## src/dcb_pkg.sv

```systemverilog
// constants and types shared by the ddr command and bank logic
package dcb_pkg;
  localparam int unsigned BANKS        = 4;
  localparam int unsigned ADDR_W       = 13;
  localparam int unsigned DQ_W         = 16;
  localparam int unsigned BYTE_W       = 8;
  localparam int unsigned LANES        = 2;
  // pin command codes {ras_b, cas_b, we_b}
  localparam logic [2:0] CMD_NOP       = 3'h7;
  localparam logic [2:0] CMD_BST       = 3'h6;
  localparam logic [2:0] CMD_READ      = 3'h5;
  localparam logic [2:0] CMD_WRITE     = 3'h4;
  localparam logic [2:0] CMD_ACT       = 3'h3;
  localparam logic [2:0] CMD_PRE       = 3'h2;
  localparam logic [2:0] CMD_REF       = 3'h1;
  localparam logic [2:0] CMD_MODE      = 3'h0;
  // address field positions
  localparam int unsigned AP_BIT       = 10;
  localparam int unsigned DLL_BIT      = 0;
  localparam int unsigned BL_LSB       = 0;
  localparam int unsigned AMODE_BIT    = 3;
  localparam int unsigned CL_LSB       = 4;
  // mode encodings
  localparam logic [1:0] BA_MODE       = 2'h0;
  localparam logic [1:0] BA_EXT_MODE   = 2'h1;
  localparam logic [2:0] BL_2          = 3'h1;
  localparam logic [2:0] BL_4          = 3'h2;
  localparam logic [2:0] BL_8          = 3'h3;
  localparam logic [2:0] CL_2          = 3'h2;
  localparam logic [2:0] CL_3          = 3'h3;
  localparam logic [2:0] CL_25         = 3'h6;
  // reset values of the mode state, and the saturation limit of the tras counter
  localparam logic [2:0] RST_BL        = 3'h1;
  localparam logic [2:0] RST_CL        = 3'h2;
  localparam logic       RST_AMODE     = 1'b0;
  localparam logic       RST_DLL_OFF   = 1'b1;
  localparam logic [7:0] TRAS_CNT_MAX  = 8'hFF;
  // timing
  localparam int unsigned CLK_PERIOD_NS       = 25;
  localparam int unsigned REFRESH_INTERVAL_NS = 7800;
  localparam int unsigned REFRESH_INTERVAL_CK = REFRESH_INTERVAL_NS / CLK_PERIOD_NS;

  typedef enum logic [1:0] {
    PW_NORMAL,
    PW_POWER_DOWN,
    PW_SELF_REFRESH
  } dcb_power_type;
endpackage

```

## src/dcb_sync.sv

```systemverilog
// two-stage synchroniser for a bundle of pin inputs
`timescale 1ns/1ps
`default_nettype none
module dcb_sync #(
  parameter int unsigned WIDTH = 8
)(
  // clock and reset
  input  wire logic             clk_i,
  input  wire logic             rst_b_i,
  input  wire logic             en_i,
  // data
  input  wire logic [WIDTH-1:0] d_i,
  output logic      [WIDTH-1:0] q_o
);
  logic [WIDTH-1:0] meta_r;

  always_ff @(posedge clk_i or negedge rst_b_i)
  begin
    if (!rst_b_i)
    begin
      meta_r <= '0;
      q_o    <= '0;
    end
    else if (en_i)
    begin
      meta_r <= d_i;
      q_o    <= meta_r;
    end
  end
endmodule // dcb_sync
`default_nettype wire

```

## src/dcb_store.sv

```systemverilog
// cell array with per-byte write masking
`timescale 1ns/1ps
`default_nettype none
module dcb_store
  import dcb_pkg::*;
#(
  parameter int unsigned IDX_W = 6
)(
  // clock and reset
  input  wire logic              clk_i,
  input  wire logic              rst_b_i,
  input  wire logic              en_i,
  // write port
  input  wire logic              wr_en_i,
  input  wire logic [IDX_W-1:0]  wr_idx_i,
  input  wire logic [DQ_W-1:0]   wr_data_i,
  input  wire logic [LANES-1:0]  wr_mask_i,
  // read port
  input  wire logic [IDX_W-1:0]  rd_idx_i,
  output logic      [DQ_W-1:0]   rd_data_o
);
  logic [DQ_W-1:0] cell_r [2**IDX_W];

  genvar gl;
  for (gl = 0; gl < LANES; gl++)
  begin : g_lane
    // a high mask keeps the old byte
    always_ff @(posedge clk_i)
    begin
      if (en_i && wr_en_i && !wr_mask_i[gl])
        cell_r[wr_idx_i][gl*BYTE_W +: BYTE_W] <= wr_data_i[gl*BYTE_W +: BYTE_W];
    end
  end

  assign rd_data_o = cell_r[rd_idx_i];
endmodule // dcb_store
`default_nettype wire

```

## src/dcb_ddr_cmd_bank.sv

```systemverilog
// command decode, bank state, bursts, refresh and power modes of the ddr device
//
// Contract
// - extended mode set carries only dll enable
// - nop with chip selected does nothing
// - burst stop ends reads, never writes
// - chip select high ignores all command pins
// - auto refresh steps internal row counter, idle banks
// - self refresh gates buffers, dll, refreshes itself
// - byte masks gate each lane per word
// - read returns burst after cas latency
// - precharge to bursting bank ends burst
// - read auto precharge idles bank after burst
// - write captures burst on both strobe edges
// - write auto precharge idles bank after burst
// - single precharge idles only addressed bank
// - precharge all idles only active banks
// - precharged read stops after cas latency
// - precharged write resets input immediately
// - self refresh entered idle, held while low
// - power down on clock enable low, no burst
// - precharge code, a10 selects all banks
// - read auto precharge waits half burst, tras
`timescale 1ns/1ps
`default_nettype none
module dcb_ddr_cmd_bank
  import dcb_pkg::*;
#(
  parameter int unsigned TRAS_MIN_CK = 6,
  parameter int unsigned TWR_CK      = 2,
  parameter int unsigned COL_W       = 4
)(
  // clock and reset
  input  wire logic              clk_i,
  input  wire logic              rst_b_i,
  input  wire logic              en_i,
  // command pins
  input  wire logic              ddr_ck_i,
  input  wire logic              ddr_cke_i,
  input  wire logic              ddr_cs_b_i,
  input  wire logic              ddr_ras_b_i,
  input  wire logic              ddr_cas_b_i,
  input  wire logic              ddr_we_b_i,
  input  wire logic [ADDR_W-1:0] ddr_addr_i,
  input  wire logic [1:0]        ddr_bank_select_i,
  // data pins
  input  wire logic [DQ_W-1:0]   ddr_dq_i,
  output logic      [DQ_W-1:0]   ddr_dq_o,
  output logic                   ddr_dq_oe_o,
  input  wire logic              ddr_dqs_i,
  output logic                   ddr_dqs_o,
  output logic                   ddr_dqs_oe_o,
  input  wire logic              lower_byte_mask_i,
  input  wire logic              upper_byte_mask_i,
  // status
  output logic      [BANKS-1:0]  bank_active_o,
  output logic      [ADDR_W-1:0] refresh_row_o,
  output logic                   self_refresh_o,
  output logic                   power_down_o,
  output logic                   dll_on_o,
  output logic                   read_burst_o,
  output logic                   write_burst_o
);
  localparam int unsigned SW    = 6 + ADDR_W + 2 + DQ_W + LANES + 1;
  localparam int unsigned IDX_W = 2 + COL_W;

  // pin synchronisation
  logic [SW-1:0]     pin_raw;
  logic [SW-1:0]     pin_s;
  logic              ck_s;
  logic              cke_s;
  logic              cs_b_s;
  logic [2:0]        cmd_s;
  logic [ADDR_W-1:0] addr_s;
  logic [1:0]        ba_s;
  logic [DQ_W-1:0]   dq_s;
  logic [LANES-1:0]  dm_s;
  logic              dqs_s;

  assign pin_raw = {ddr_ck_i, ddr_cke_i, ddr_cs_b_i, ddr_ras_b_i, ddr_cas_b_i, ddr_we_b_i,
                    ddr_addr_i, ddr_bank_select_i, ddr_dq_i,
                    upper_byte_mask_i, lower_byte_mask_i, ddr_dqs_i};

  dcb_sync #(.WIDTH(SW)) u_sync (
    .clk_i   (clk_i),
    .rst_b_i (rst_b_i),
    .en_i    (en_i),
    .d_i     (pin_raw),
    .q_o     (pin_s)
  );

  assign {ck_s, cke_s, cs_b_s, cmd_s, addr_s, ba_s, dq_s, dm_s, dqs_s} = pin_s;

  // edge detection on the sampled link clock and strobe
  logic ck_d_r;
  logic dqs_d_r;
  logic cke_prev_r;
  logic ck_rise;
  logic ck_edge;
  logic dqs_edge;

  always_ff @(posedge clk_i or negedge rst_b_i)
  begin
    if (!rst_b_i)
    begin
      ck_d_r     <= 1'b0;
      dqs_d_r    <= 1'b0;
      cke_prev_r <= 1'b0;
    end
    else if (en_i)
    begin
      ck_d_r  <= ck_s;
      dqs_d_r <= dqs_s;
      if (ck_rise)
        cke_prev_r <= cke_s;
    end
  end

  assign ck_rise  = ck_s & ~ck_d_r;
  assign ck_edge  = ck_s ^ ck_d_r;
  assign dqs_edge = dqs_s ^ dqs_d_r;

  // mode state
  dcb_power_type pw_r;
  dcb_power_type pw_nxt;
  logic [2:0]    bl_code_r;
  logic [2:0]    cl_code_r;
  logic          amode_r;
  logic          dll_off_r;
  logic [3:0]    bl_words;
  logic [3:0]    bl_half;
  logic [3:0]    cl_half;

  always_comb
  begin
    case (bl_code_r)
      BL_4:    bl_words = 4'h4;
      BL_8:    bl_words = 4'h8;
      default: bl_words = 4'h2;
    endcase
    case (cl_code_r)
      CL_25:   cl_half = 4'h5;
      CL_3:    cl_half = 4'h6;
      default: cl_half = 4'h4;
    endcase
  end

  assign bl_half = bl_words >> 1;

  // command decode
  logic [BANKS-1:0] bank_act_w;
  logic [BANKS-1:0] pre_hit;
  logic             all_idle;
  logic             cmd_live;
  logic             is_act;
  logic             is_read;
  logic             is_write;
  logic             is_pre;
  logic             is_bst;
  logic             is_aref;
  logic             is_mode;
  logic             sr_enter;
  logic             pd_enter;
  logic             burst_idle;
  logic [3:0]       rd_left_r;
  logic [3:0]       wr_left_r;

  assign all_idle   = (bank_act_w == '0);
  assign burst_idle = (rd_left_r == 4'h0) && (wr_left_r == 4'h0);
  // deselect and nop fall through with no effect
  assign cmd_live   = ck_rise && (pw_r == PW_NORMAL) && cke_prev_r && cke_s && !cs_b_s;
  assign is_act     = cmd_live && (cmd_s == CMD_ACT);
  assign is_read    = cmd_live && (cmd_s == CMD_READ) && bank_act_w[ba_s];
  assign is_write   = cmd_live && (cmd_s == CMD_WRITE) && bank_act_w[ba_s];
  assign is_pre     = cmd_live && (cmd_s == CMD_PRE);
  assign is_bst     = cmd_live && (cmd_s == CMD_BST) && (rd_left_r != 4'h0);
  assign is_aref    = cmd_live && (cmd_s == CMD_REF) && all_idle;
  assign is_mode    = cmd_live && (cmd_s == CMD_MODE) && all_idle;
  assign sr_enter   = ck_rise && (pw_r == PW_NORMAL) && cke_prev_r && !cke_s && !cs_b_s
                      && (cmd_s == CMD_REF) && all_idle && burst_idle;
  assign pd_enter   = ck_rise && (pw_r == PW_NORMAL) && cke_prev_r && !cke_s
                      && (cs_b_s || (cmd_s[2:1] == 2'h3)) && burst_idle;

  // mode and extended mode set
  always_ff @(posedge clk_i or negedge rst_b_i)
  begin
    if (!rst_b_i)
    begin
      bl_code_r <= RST_BL;
      cl_code_r <= RST_CL;
      amode_r   <= RST_AMODE;
      dll_off_r <= RST_DLL_OFF;
    end
    else if (en_i && is_mode)
    begin
      if (ba_s == BA_MODE)
      begin
        bl_code_r <= addr_s[BL_LSB +: 3];
        amode_r   <= addr_s[AMODE_BIT];
        cl_code_r <= addr_s[CL_LSB +: 3];
      end
      else if (ba_s == BA_EXT_MODE)
        dll_off_r <= addr_s[DLL_BIT];
    end
  end

  // power mode state
  always_comb
  begin
    pw_nxt = pw_r;
    case (pw_r)
      PW_NORMAL:
      begin
        if (sr_enter)
          pw_nxt = PW_SELF_REFRESH;
        else if (pd_enter)
          pw_nxt = PW_POWER_DOWN;
      end
      PW_POWER_DOWN:
      begin
        if (ck_rise && cke_s)
          pw_nxt = PW_NORMAL;
      end
      PW_SELF_REFRESH:
      begin
        // held while clock enable is low
        if (ck_rise && cke_s && (cs_b_s || (cmd_s[2:1] == 2'h3)))
          pw_nxt = PW_NORMAL;
      end
      default: pw_nxt = PW_NORMAL;
    endcase
  end

  always_ff @(posedge clk_i or negedge rst_b_i)
  begin
    if (!rst_b_i)
    begin
      pw_r           <= PW_NORMAL;
      self_refresh_o <= 1'b0;
      power_down_o   <= 1'b0;
      dll_on_o       <= 1'b0;
    end
    else if (en_i)
    begin
      pw_r           <= pw_nxt;
      self_refresh_o <= (pw_nxt == PW_SELF_REFRESH);
      power_down_o   <= (pw_nxt == PW_POWER_DOWN);
      dll_on_o       <= !dll_off_r && (pw_nxt == PW_NORMAL);
    end
  end

  // refresh row counter and self refresh timer
  logic [15:0] sr_tmr_r;
  logic        sr_tick;

  assign sr_tick = (pw_r == PW_SELF_REFRESH) && (sr_tmr_r == 16'(REFRESH_INTERVAL_CK - 1));

  always_ff @(posedge clk_i or negedge rst_b_i)
  begin
    if (!rst_b_i)
    begin
      sr_tmr_r      <= 16'h0000;
      refresh_row_o <= '0;
    end
    else if (en_i)
    begin
      if ((pw_r != PW_SELF_REFRESH) || sr_tick)
        sr_tmr_r <= 16'h0000;
      else
        sr_tmr_r <= sr_tmr_r + 16'h0001;
      if (is_aref || sr_tick)
        refresh_row_o <= refresh_row_o + 1'b1;
    end
  end

  // per-bank state and auto precharge
  genvar gb;
  for (gb = 0; gb < BANKS; gb++)
  begin : g_bank
    logic       active_r;
    logic [7:0] tras_r;
    logic       ap_armed_r;
    logic [4:0] ap_cnt_r;
    logic       ap_fire;
    logic       ap_hit;

    assign pre_hit[gb] = is_pre && (addr_s[AP_BIT] || (ba_s == 2'(gb))) && active_r;
    assign ap_hit      = (is_read || is_write) && addr_s[AP_BIT] && (ba_s == 2'(gb));
    assign ap_fire     = ap_armed_r && (ap_cnt_r == 5'h00)
                         && (tras_r >= 8'(TRAS_MIN_CK));

    always_ff @(posedge clk_i or negedge rst_b_i)
    begin
      if (!rst_b_i)
      begin
        active_r   <= 1'b0;
        tras_r     <= 8'h00;
        ap_armed_r <= 1'b0;
        ap_cnt_r   <= 5'h00;
      end
      else if (en_i && ck_rise)
      begin
        if (is_act && (ba_s == 2'(gb)) && !active_r)
        begin
          active_r <= 1'b1;
          tras_r   <= 8'h00;
        end
        else if (pre_hit[gb] || ap_fire)
        begin
          active_r   <= 1'b0;
          ap_armed_r <= 1'b0;
        end
        else
        begin
          if (tras_r != TRAS_CNT_MAX)
            tras_r <= tras_r + 8'h01;
          if (ap_hit)
          begin
            ap_armed_r <= 1'b1;
            // writes also wait write latency and recovery
            ap_cnt_r   <= is_read ? 5'(bl_half) : 5'(32'(bl_half) + 1 + TWR_CK);
          end
          else if (ap_armed_r && (ap_cnt_r != 5'h00))
            ap_cnt_r <= ap_cnt_r - 5'h01;
        end
      end
    end

    assign bank_active_o[gb] = active_r;
    assign bank_act_w[gb]    = active_r;
  end

  // burst column sequencing
  function automatic logic [COL_W-1:0] burst_col(input logic [COL_W-1:0] base,
                                                  input logic [2:0]       idx,
                                                  input logic [3:0]       words,
                                                  input logic             interleave);
    logic [COL_W-1:0] mask;
    logic [COL_W-1:0] step;
    mask = COL_W'(words - 4'h1);
    step = COL_W'(idx);
    if (interleave)
      burst_col = base ^ step;
    else
      burst_col = (base & ~mask) | ((base + step) & mask);
  endfunction

  // read burst
  logic [3:0]       rd_wait_r;
  logic             rd_stop_r;
  logic [3:0]       rd_stop_wait_r;
  logic [1:0]       rd_bank_r;
  logic [COL_W-1:0] rd_base_r;
  logic [2:0]       rd_idx_r;
  logic             rd_kill;
  logic [DQ_W-1:0]  rd_data;

  assign rd_kill = is_bst || (is_pre && (addr_s[AP_BIT] || (ba_s == rd_bank_r)));

  always_ff @(posedge clk_i or negedge rst_b_i)
  begin
    if (!rst_b_i)
    begin
      rd_wait_r      <= 4'h0;
      rd_left_r      <= 4'h0;
      rd_stop_r      <= 1'b0;
      rd_stop_wait_r <= 4'h0;
      rd_bank_r      <= 2'h0;
      rd_base_r      <= '0;
      rd_idx_r       <= 3'h0;
      ddr_dq_o       <= '0;
      ddr_dq_oe_o    <= 1'b0;
      ddr_dqs_o      <= 1'b0;
      ddr_dqs_oe_o   <= 1'b0;
      read_burst_o   <= 1'b0;
    end
    else if (en_i && ck_edge)
    begin
      ddr_dq_oe_o  <= 1'b0;
      ddr_dqs_oe_o <= 1'b0;
      if (is_read)
      begin
        rd_wait_r <= cl_half - 4'h1;
        rd_left_r <= bl_words;
        rd_stop_r <= 1'b0;
        rd_bank_r <= ba_s;
        rd_base_r <= addr_s[COL_W-1:0];
        rd_idx_r  <= 3'h0;
      end
      else if (rd_left_r != 4'h0)
      begin
        if (rd_kill && !rd_stop_r)
        begin
          rd_stop_r      <= 1'b1;
          rd_stop_wait_r <= cl_half - 4'h1;
        end
        else if (rd_stop_r && (rd_stop_wait_r != 4'h0))
          rd_stop_wait_r <= rd_stop_wait_r - 4'h1;
        if (rd_stop_r && (rd_stop_wait_r == 4'h0))
          rd_left_r <= 4'h0;
        else if (rd_wait_r != 4'h0)
          rd_wait_r <= rd_wait_r - 4'h1;
        else
        begin
          // one word per link clock edge, strobe edge aligned
          ddr_dq_o     <= rd_data;
          ddr_dq_oe_o  <= 1'b1;
          ddr_dqs_o    <= ck_rise;
          ddr_dqs_oe_o <= 1'b1;
          rd_left_r    <= rd_left_r - 4'h1;
          rd_idx_r     <= rd_idx_r + 3'h1;
        end
      end
      read_burst_o <= is_read || (rd_left_r > 4'h1);
    end
  end

  // write burst
  logic             wr_wait_r;
  logic [1:0]       wr_bank_r;
  logic [COL_W-1:0] wr_base_r;
  logic [2:0]       wr_idx_r;
  logic             wr_kill;
  logic             wr_take;

  assign wr_kill = is_pre && (addr_s[AP_BIT] || (ba_s == wr_bank_r)) && (wr_left_r != 4'h0);
  assign wr_take = dqs_edge && !wr_wait_r && (wr_left_r != 4'h0) && !wr_kill
                   && (pw_r == PW_NORMAL);

  always_ff @(posedge clk_i or negedge rst_b_i)
  begin
    if (!rst_b_i)
    begin
      wr_wait_r     <= 1'b0;
      wr_left_r     <= 4'h0;
      wr_bank_r     <= 2'h0;
      wr_base_r     <= '0;
      wr_idx_r      <= 3'h0;
      write_burst_o <= 1'b0;
    end
    else if (en_i)
    begin
      if (is_write)
      begin
        // first strobe edge comes after the next clock rise
        wr_wait_r <= 1'b1;
        wr_left_r <= bl_words;
        wr_bank_r <= ba_s;
        wr_base_r <= addr_s[COL_W-1:0];
        wr_idx_r  <= 3'h0;
      end
      else if (wr_kill)
        wr_left_r <= 4'h0;
      else
      begin
        if (ck_rise)
          wr_wait_r <= 1'b0;
        if (wr_take)
        begin
          wr_left_r <= wr_left_r - 4'h1;
          wr_idx_r  <= wr_idx_r + 3'h1;
        end
      end
      write_burst_o <= is_write || (!wr_kill && (wr_left_r > 4'(wr_take)));
    end
  end

  dcb_store #(.IDX_W(IDX_W)) u_store (
    .clk_i     (clk_i),
    .rst_b_i   (rst_b_i),
    .en_i      (en_i),
    .wr_en_i   (wr_take),
    .wr_idx_i  ({wr_bank_r, burst_col(wr_base_r, wr_idx_r, bl_words, amode_r)}),
    .wr_data_i (dq_s),
    .wr_mask_i (dm_s),
    .rd_idx_i  ({rd_bank_r, burst_col(rd_base_r, rd_idx_r, bl_words, amode_r)}),
    .rd_data_o (rd_data)
  );
endmodule // dcb_ddr_cmd_bank
`default_nettype wire

```

## config.mk

```make
export PLATFORM = sky130hd
export DESIGN_NAME = dcb_ddr_cmd_bank
export DESIGN_NICKNAME = d
export VERILOG_FILES = /design/src/dcb_pkg.sv /design/src/dcb_sync.sv /design/src/dcb_store.sv /design/src/dcb_ddr_cmd_bank.sv
export SDC_FILE = /design/constraint.sdc
export NUM_CORES = 2
export LEC_CHECK = 0
export ABC_CLOCK_PERIOD_IN_PS = 3200
export BUFFER_PORTS_ARGS = -buffer_cell sky130_fd_sc_hd__buf_2
export CAP_MARGIN = 20
export CORE_ASPECT_RATIO = 2
export CORE_MARGIN = 2
export CORE_UTILIZATION = 46
export CTS_CLUSTER_SIZE = 28
export DETAILED_ROUTE_END_ITERATION = 8
export GPL_TIMING_DRIVEN = 1
export PLACE_DENSITY_LB_ADDON = 0.05
export REMOVE_ABC_BUFFERS = 1
export SLEW_MARGIN = 10
export SYNTH_ARGS = -nofsm -noshare
export SYNTH_HDL_FRONTEND = slang
export SYNTH_HIERARCHICAL = 1
export SYNTH_SLANG_ARGS = --single-unit
export TNS_END_PERCENT = 20
```

## constraint.sdc

```tcl
create_clock -name clk_i -period 3.2 [get_ports clk_i]
set_clock_uncertainty 0.2 [all_clocks]
set_input_delay 0.16 -clock clk_i [delete_from_list [all_inputs] [get_ports clk_i]]
set_output_delay 0.16 -clock clk_i [all_outputs]
set_load 0.01 [all_outputs]
```

==> key figures <==
Status
  • Outcome: finished with violations
  • Failing checks: setup timing

Clock network
  • TritonCTS clock tree: built
  • Worst-skew pair later-pin latency: between 700 and 800 ps
  • Cts bufs inserted: between 100 and 150
  • H-Tree Level Count: 3
  • Clock buffer depth: 3
  • Clock-pin slew on the worst setup and hold paths: ~70 ps
  • Clk root buf: clkbuf_16
  • CTS sink count: 1255

Floorplan
  • Die Span Y: 480 um
  • Core Rows: ~170
  • # IOs: 84
  • Die X-Extent: 242 um
  • Starting density of the core: 0.464
  • DIE AREA: 116000 sq um
  • Core area: 112000 sq um

Global routing
  • First-pass GRT wire length: 210000 um
  • Initial antenna violation count: 1
  • Vias in the first global route: 31500
  • Largest net degree at the start of global routing: 69
  • GRT Total Usage: 0.249
  • Total gr overflow: 0

Timing
  • Fmax: 279 MHz
  • Final setup fails: 90
  • Tcrit/Tclk final: 1.12
  • Setup TNS: -6480 ps
  • Fin Hold WS: 47.5 ps
  • Final Hold Viols: 0
  • Final WS setup: -378 ps
  • Rel. slew slack: 0.312
  • RSZ-0062 raised after global routing: true
  • Final-report max-slew violation count: 0
  • Worst Tran Pin Value: 1030 ps
  • Post-layout min period: 3580 ps

Placement
  • Post-DP HPWL: 102000 um
  • GP Congestion: 0.855
  • Pre-CTS WS: -824 ps
  • PortBufs: 78
  • Placed Cells: 4866

Flow run
  • Max cap viols: 0

Setup path
  • Critical path startpoint category: flop
  • CP arrival: 3990 ps
  • CP Max Fanout: 6
  • Setup CP Type: reg2reg
  • Crit. End Element: flop
  • Critical-path top delay cell: fa_2
  • Slowest cell delay on critical path: about 530 ps
  • Crit-path cells: ha_4 -> inv_2 -> fa_2 -> nor2_2 -> a21oi_2 -> o21ai_4 -> buf_12 -> buf_8 -> buf_12 -> buf_4 -> mux4_2 -> a211o_1 -> a31oi_2 -> buf_4 -> a311oi_1 -> mux2_2
  • Critical path required time: 3610 ps

Route
  • Drt pass-1 iters: 6
  • DR DRC count: 0
  • Initial DRC count: 1973
  • Vias: 29200
  • Final WL: 143000 um
  • Final ANT Viol Nets: 0
  • Post-DR vias/cell: 5.63
  • Avg WL per Cell: roughly 28 um

Cells and area
  • Layout cells sized above 1: 0.362
  • Syn-to-layout area delta: 22.2%
  • Fin cells: 5192
  • Final net count: ~3700

Synthesis
  • Synth warn: 6
  • Syn Inst Count: 2971
  • Post-Syn Area: 52100 sq um
  • Mean Syn Cell Area: 17.5 sq um

Pwr
  • Leak: 22.6 nW
  • Worst IR drop on VDD: 0.442 mV
  • Power Density: slightly above 600 nW/um^2

Min path
  • Hold Crit Class: in2reg
==> registers in the layout, summed over array words and instances (netlist names), 13 cells and up <==
| signal | count |
|---|---|
| u_sync/meta_r | 35 |
| g_bank.ap_cnt_r | 20 |
| ddr_dq_o | 16 |
| refresh_row_o | 13 |
| sr_tmr_r | 16 |
| u_store/cell_r | 1024 |
| u_sync/q_o | 35 |
| g_bank.tras_r | 32 |
==> layout by cell type (no fill, tap or decap), types with 34 or more instances in the layout <==
cell type      instances
buf_6                 48
mux2_4                78
buf_4                414
nand3_1               69
dfrtp_1              211
clkbuf_16            111
a21oi_1               55
nand2_1              103
nor2_1               143
mux2i_1               86
nor2b_1               34
buf_2                 76
o21ai_0               66
nor2_4                55
dlygate4sd3_1         85
buf_12                40
mux2_2                52
mux4_2               209
inv_1                 42
a22oi_1               48
edfxtp_1            1024
==> what timing repair did <==
| item | CTS | global route |
|---|---|---|
| hold buffers | 86 | 0 |
| setup buffers | 18 | 22 |
| endpoints found under the hold margin | 303 | 0 |
| pin swaps | 12 | 42 |
| endpoints found under the setup margin | 776 | 1031 |
| resized for setup | 111 | 236 |
| cloned | 2 | 0 |
==> metal layers <==
layer / share of wire / track usage / up-vias
met4: 0.058 / 0.134 / 0
li1: - / - / 13000
met1: 0.33 / 0.248 / 15200
met5: 0 / 0 / -
met3: 0.033 / 0.0313 / 268
met2: 0.58 / 0.495 / 704
==> path summary, 6_finish.rpt <==
kind | startpoint | endpoint | slack, ps | cells past startpoint
worst max-delay path | rd_idx_r[0] | ddr_dq_o[6] | -380 | 16
worst min-delay path | ddr_ck_i | u_sync/meta_r[39] | 50 | 3
worst max register to register | rd_idx_r[0] | ddr_dq_o[6] | -380 | 16
worst min register to register | refresh_row_o[12] | refresh_row_o[12] | 270 | 1
max in group asynchronous | rst_b_i | u_sync/q_o[5] | 1930 | 4
min in group asynchronous | rst_b_i | dll_off_r | 400 | 3
==> where the power goes <==
group / total [mW] / switching (mW) / internal (mW)
combinational: 6.13 / 3.14 / 2.99
clock: 14.0 / 6.08 / 7.90
sequential: 19.3 / 0.748 / 18.5
==> worst max-delay path, delay by kind of cell (launching register included) <==
| kind | cells | cell delay, ps |
|---|---|---|
| AO/OA/AOI/OAI | 5 | 840 |
| adder cells (fa/ha/maj) | 2 | 680 |
| buffers and inverters | 6 | 730 |
| flip-flops | 1 | 400 |
| multiplexers | 2 | 550 |
| AND/OR/NAND/NOR | 1 | 40 |
==> stage by stage <==
stage               total power [mW]   util  instance area (sq um)
floorplan                       22.4      -                  51000
global route                    40.8  0.567                  63700
CTS                             39.7  0.558                  62700
detailed placement              25.5  0.511                  57400
global placement                25.3  0.511                  57400
finish                          39.4  0.567                  63700
==> cell type report <==
cell class | count | area [sq um]
Multi-Input combinational cell | 1507 | 15300
Inverter | 44 | 165
Sequential cell | 1255 | 36600
Antenna cell | 1 | 2.50
Clock inverter | 74 | 871
Fill cell | 8859 | 48600
Timing Repair Buffer | 687 | 6070
Tap cell | 1496 | 1870
Clock buffer | 128 | 2880
No activity file was read; power rests on OpenSTA's default activity.
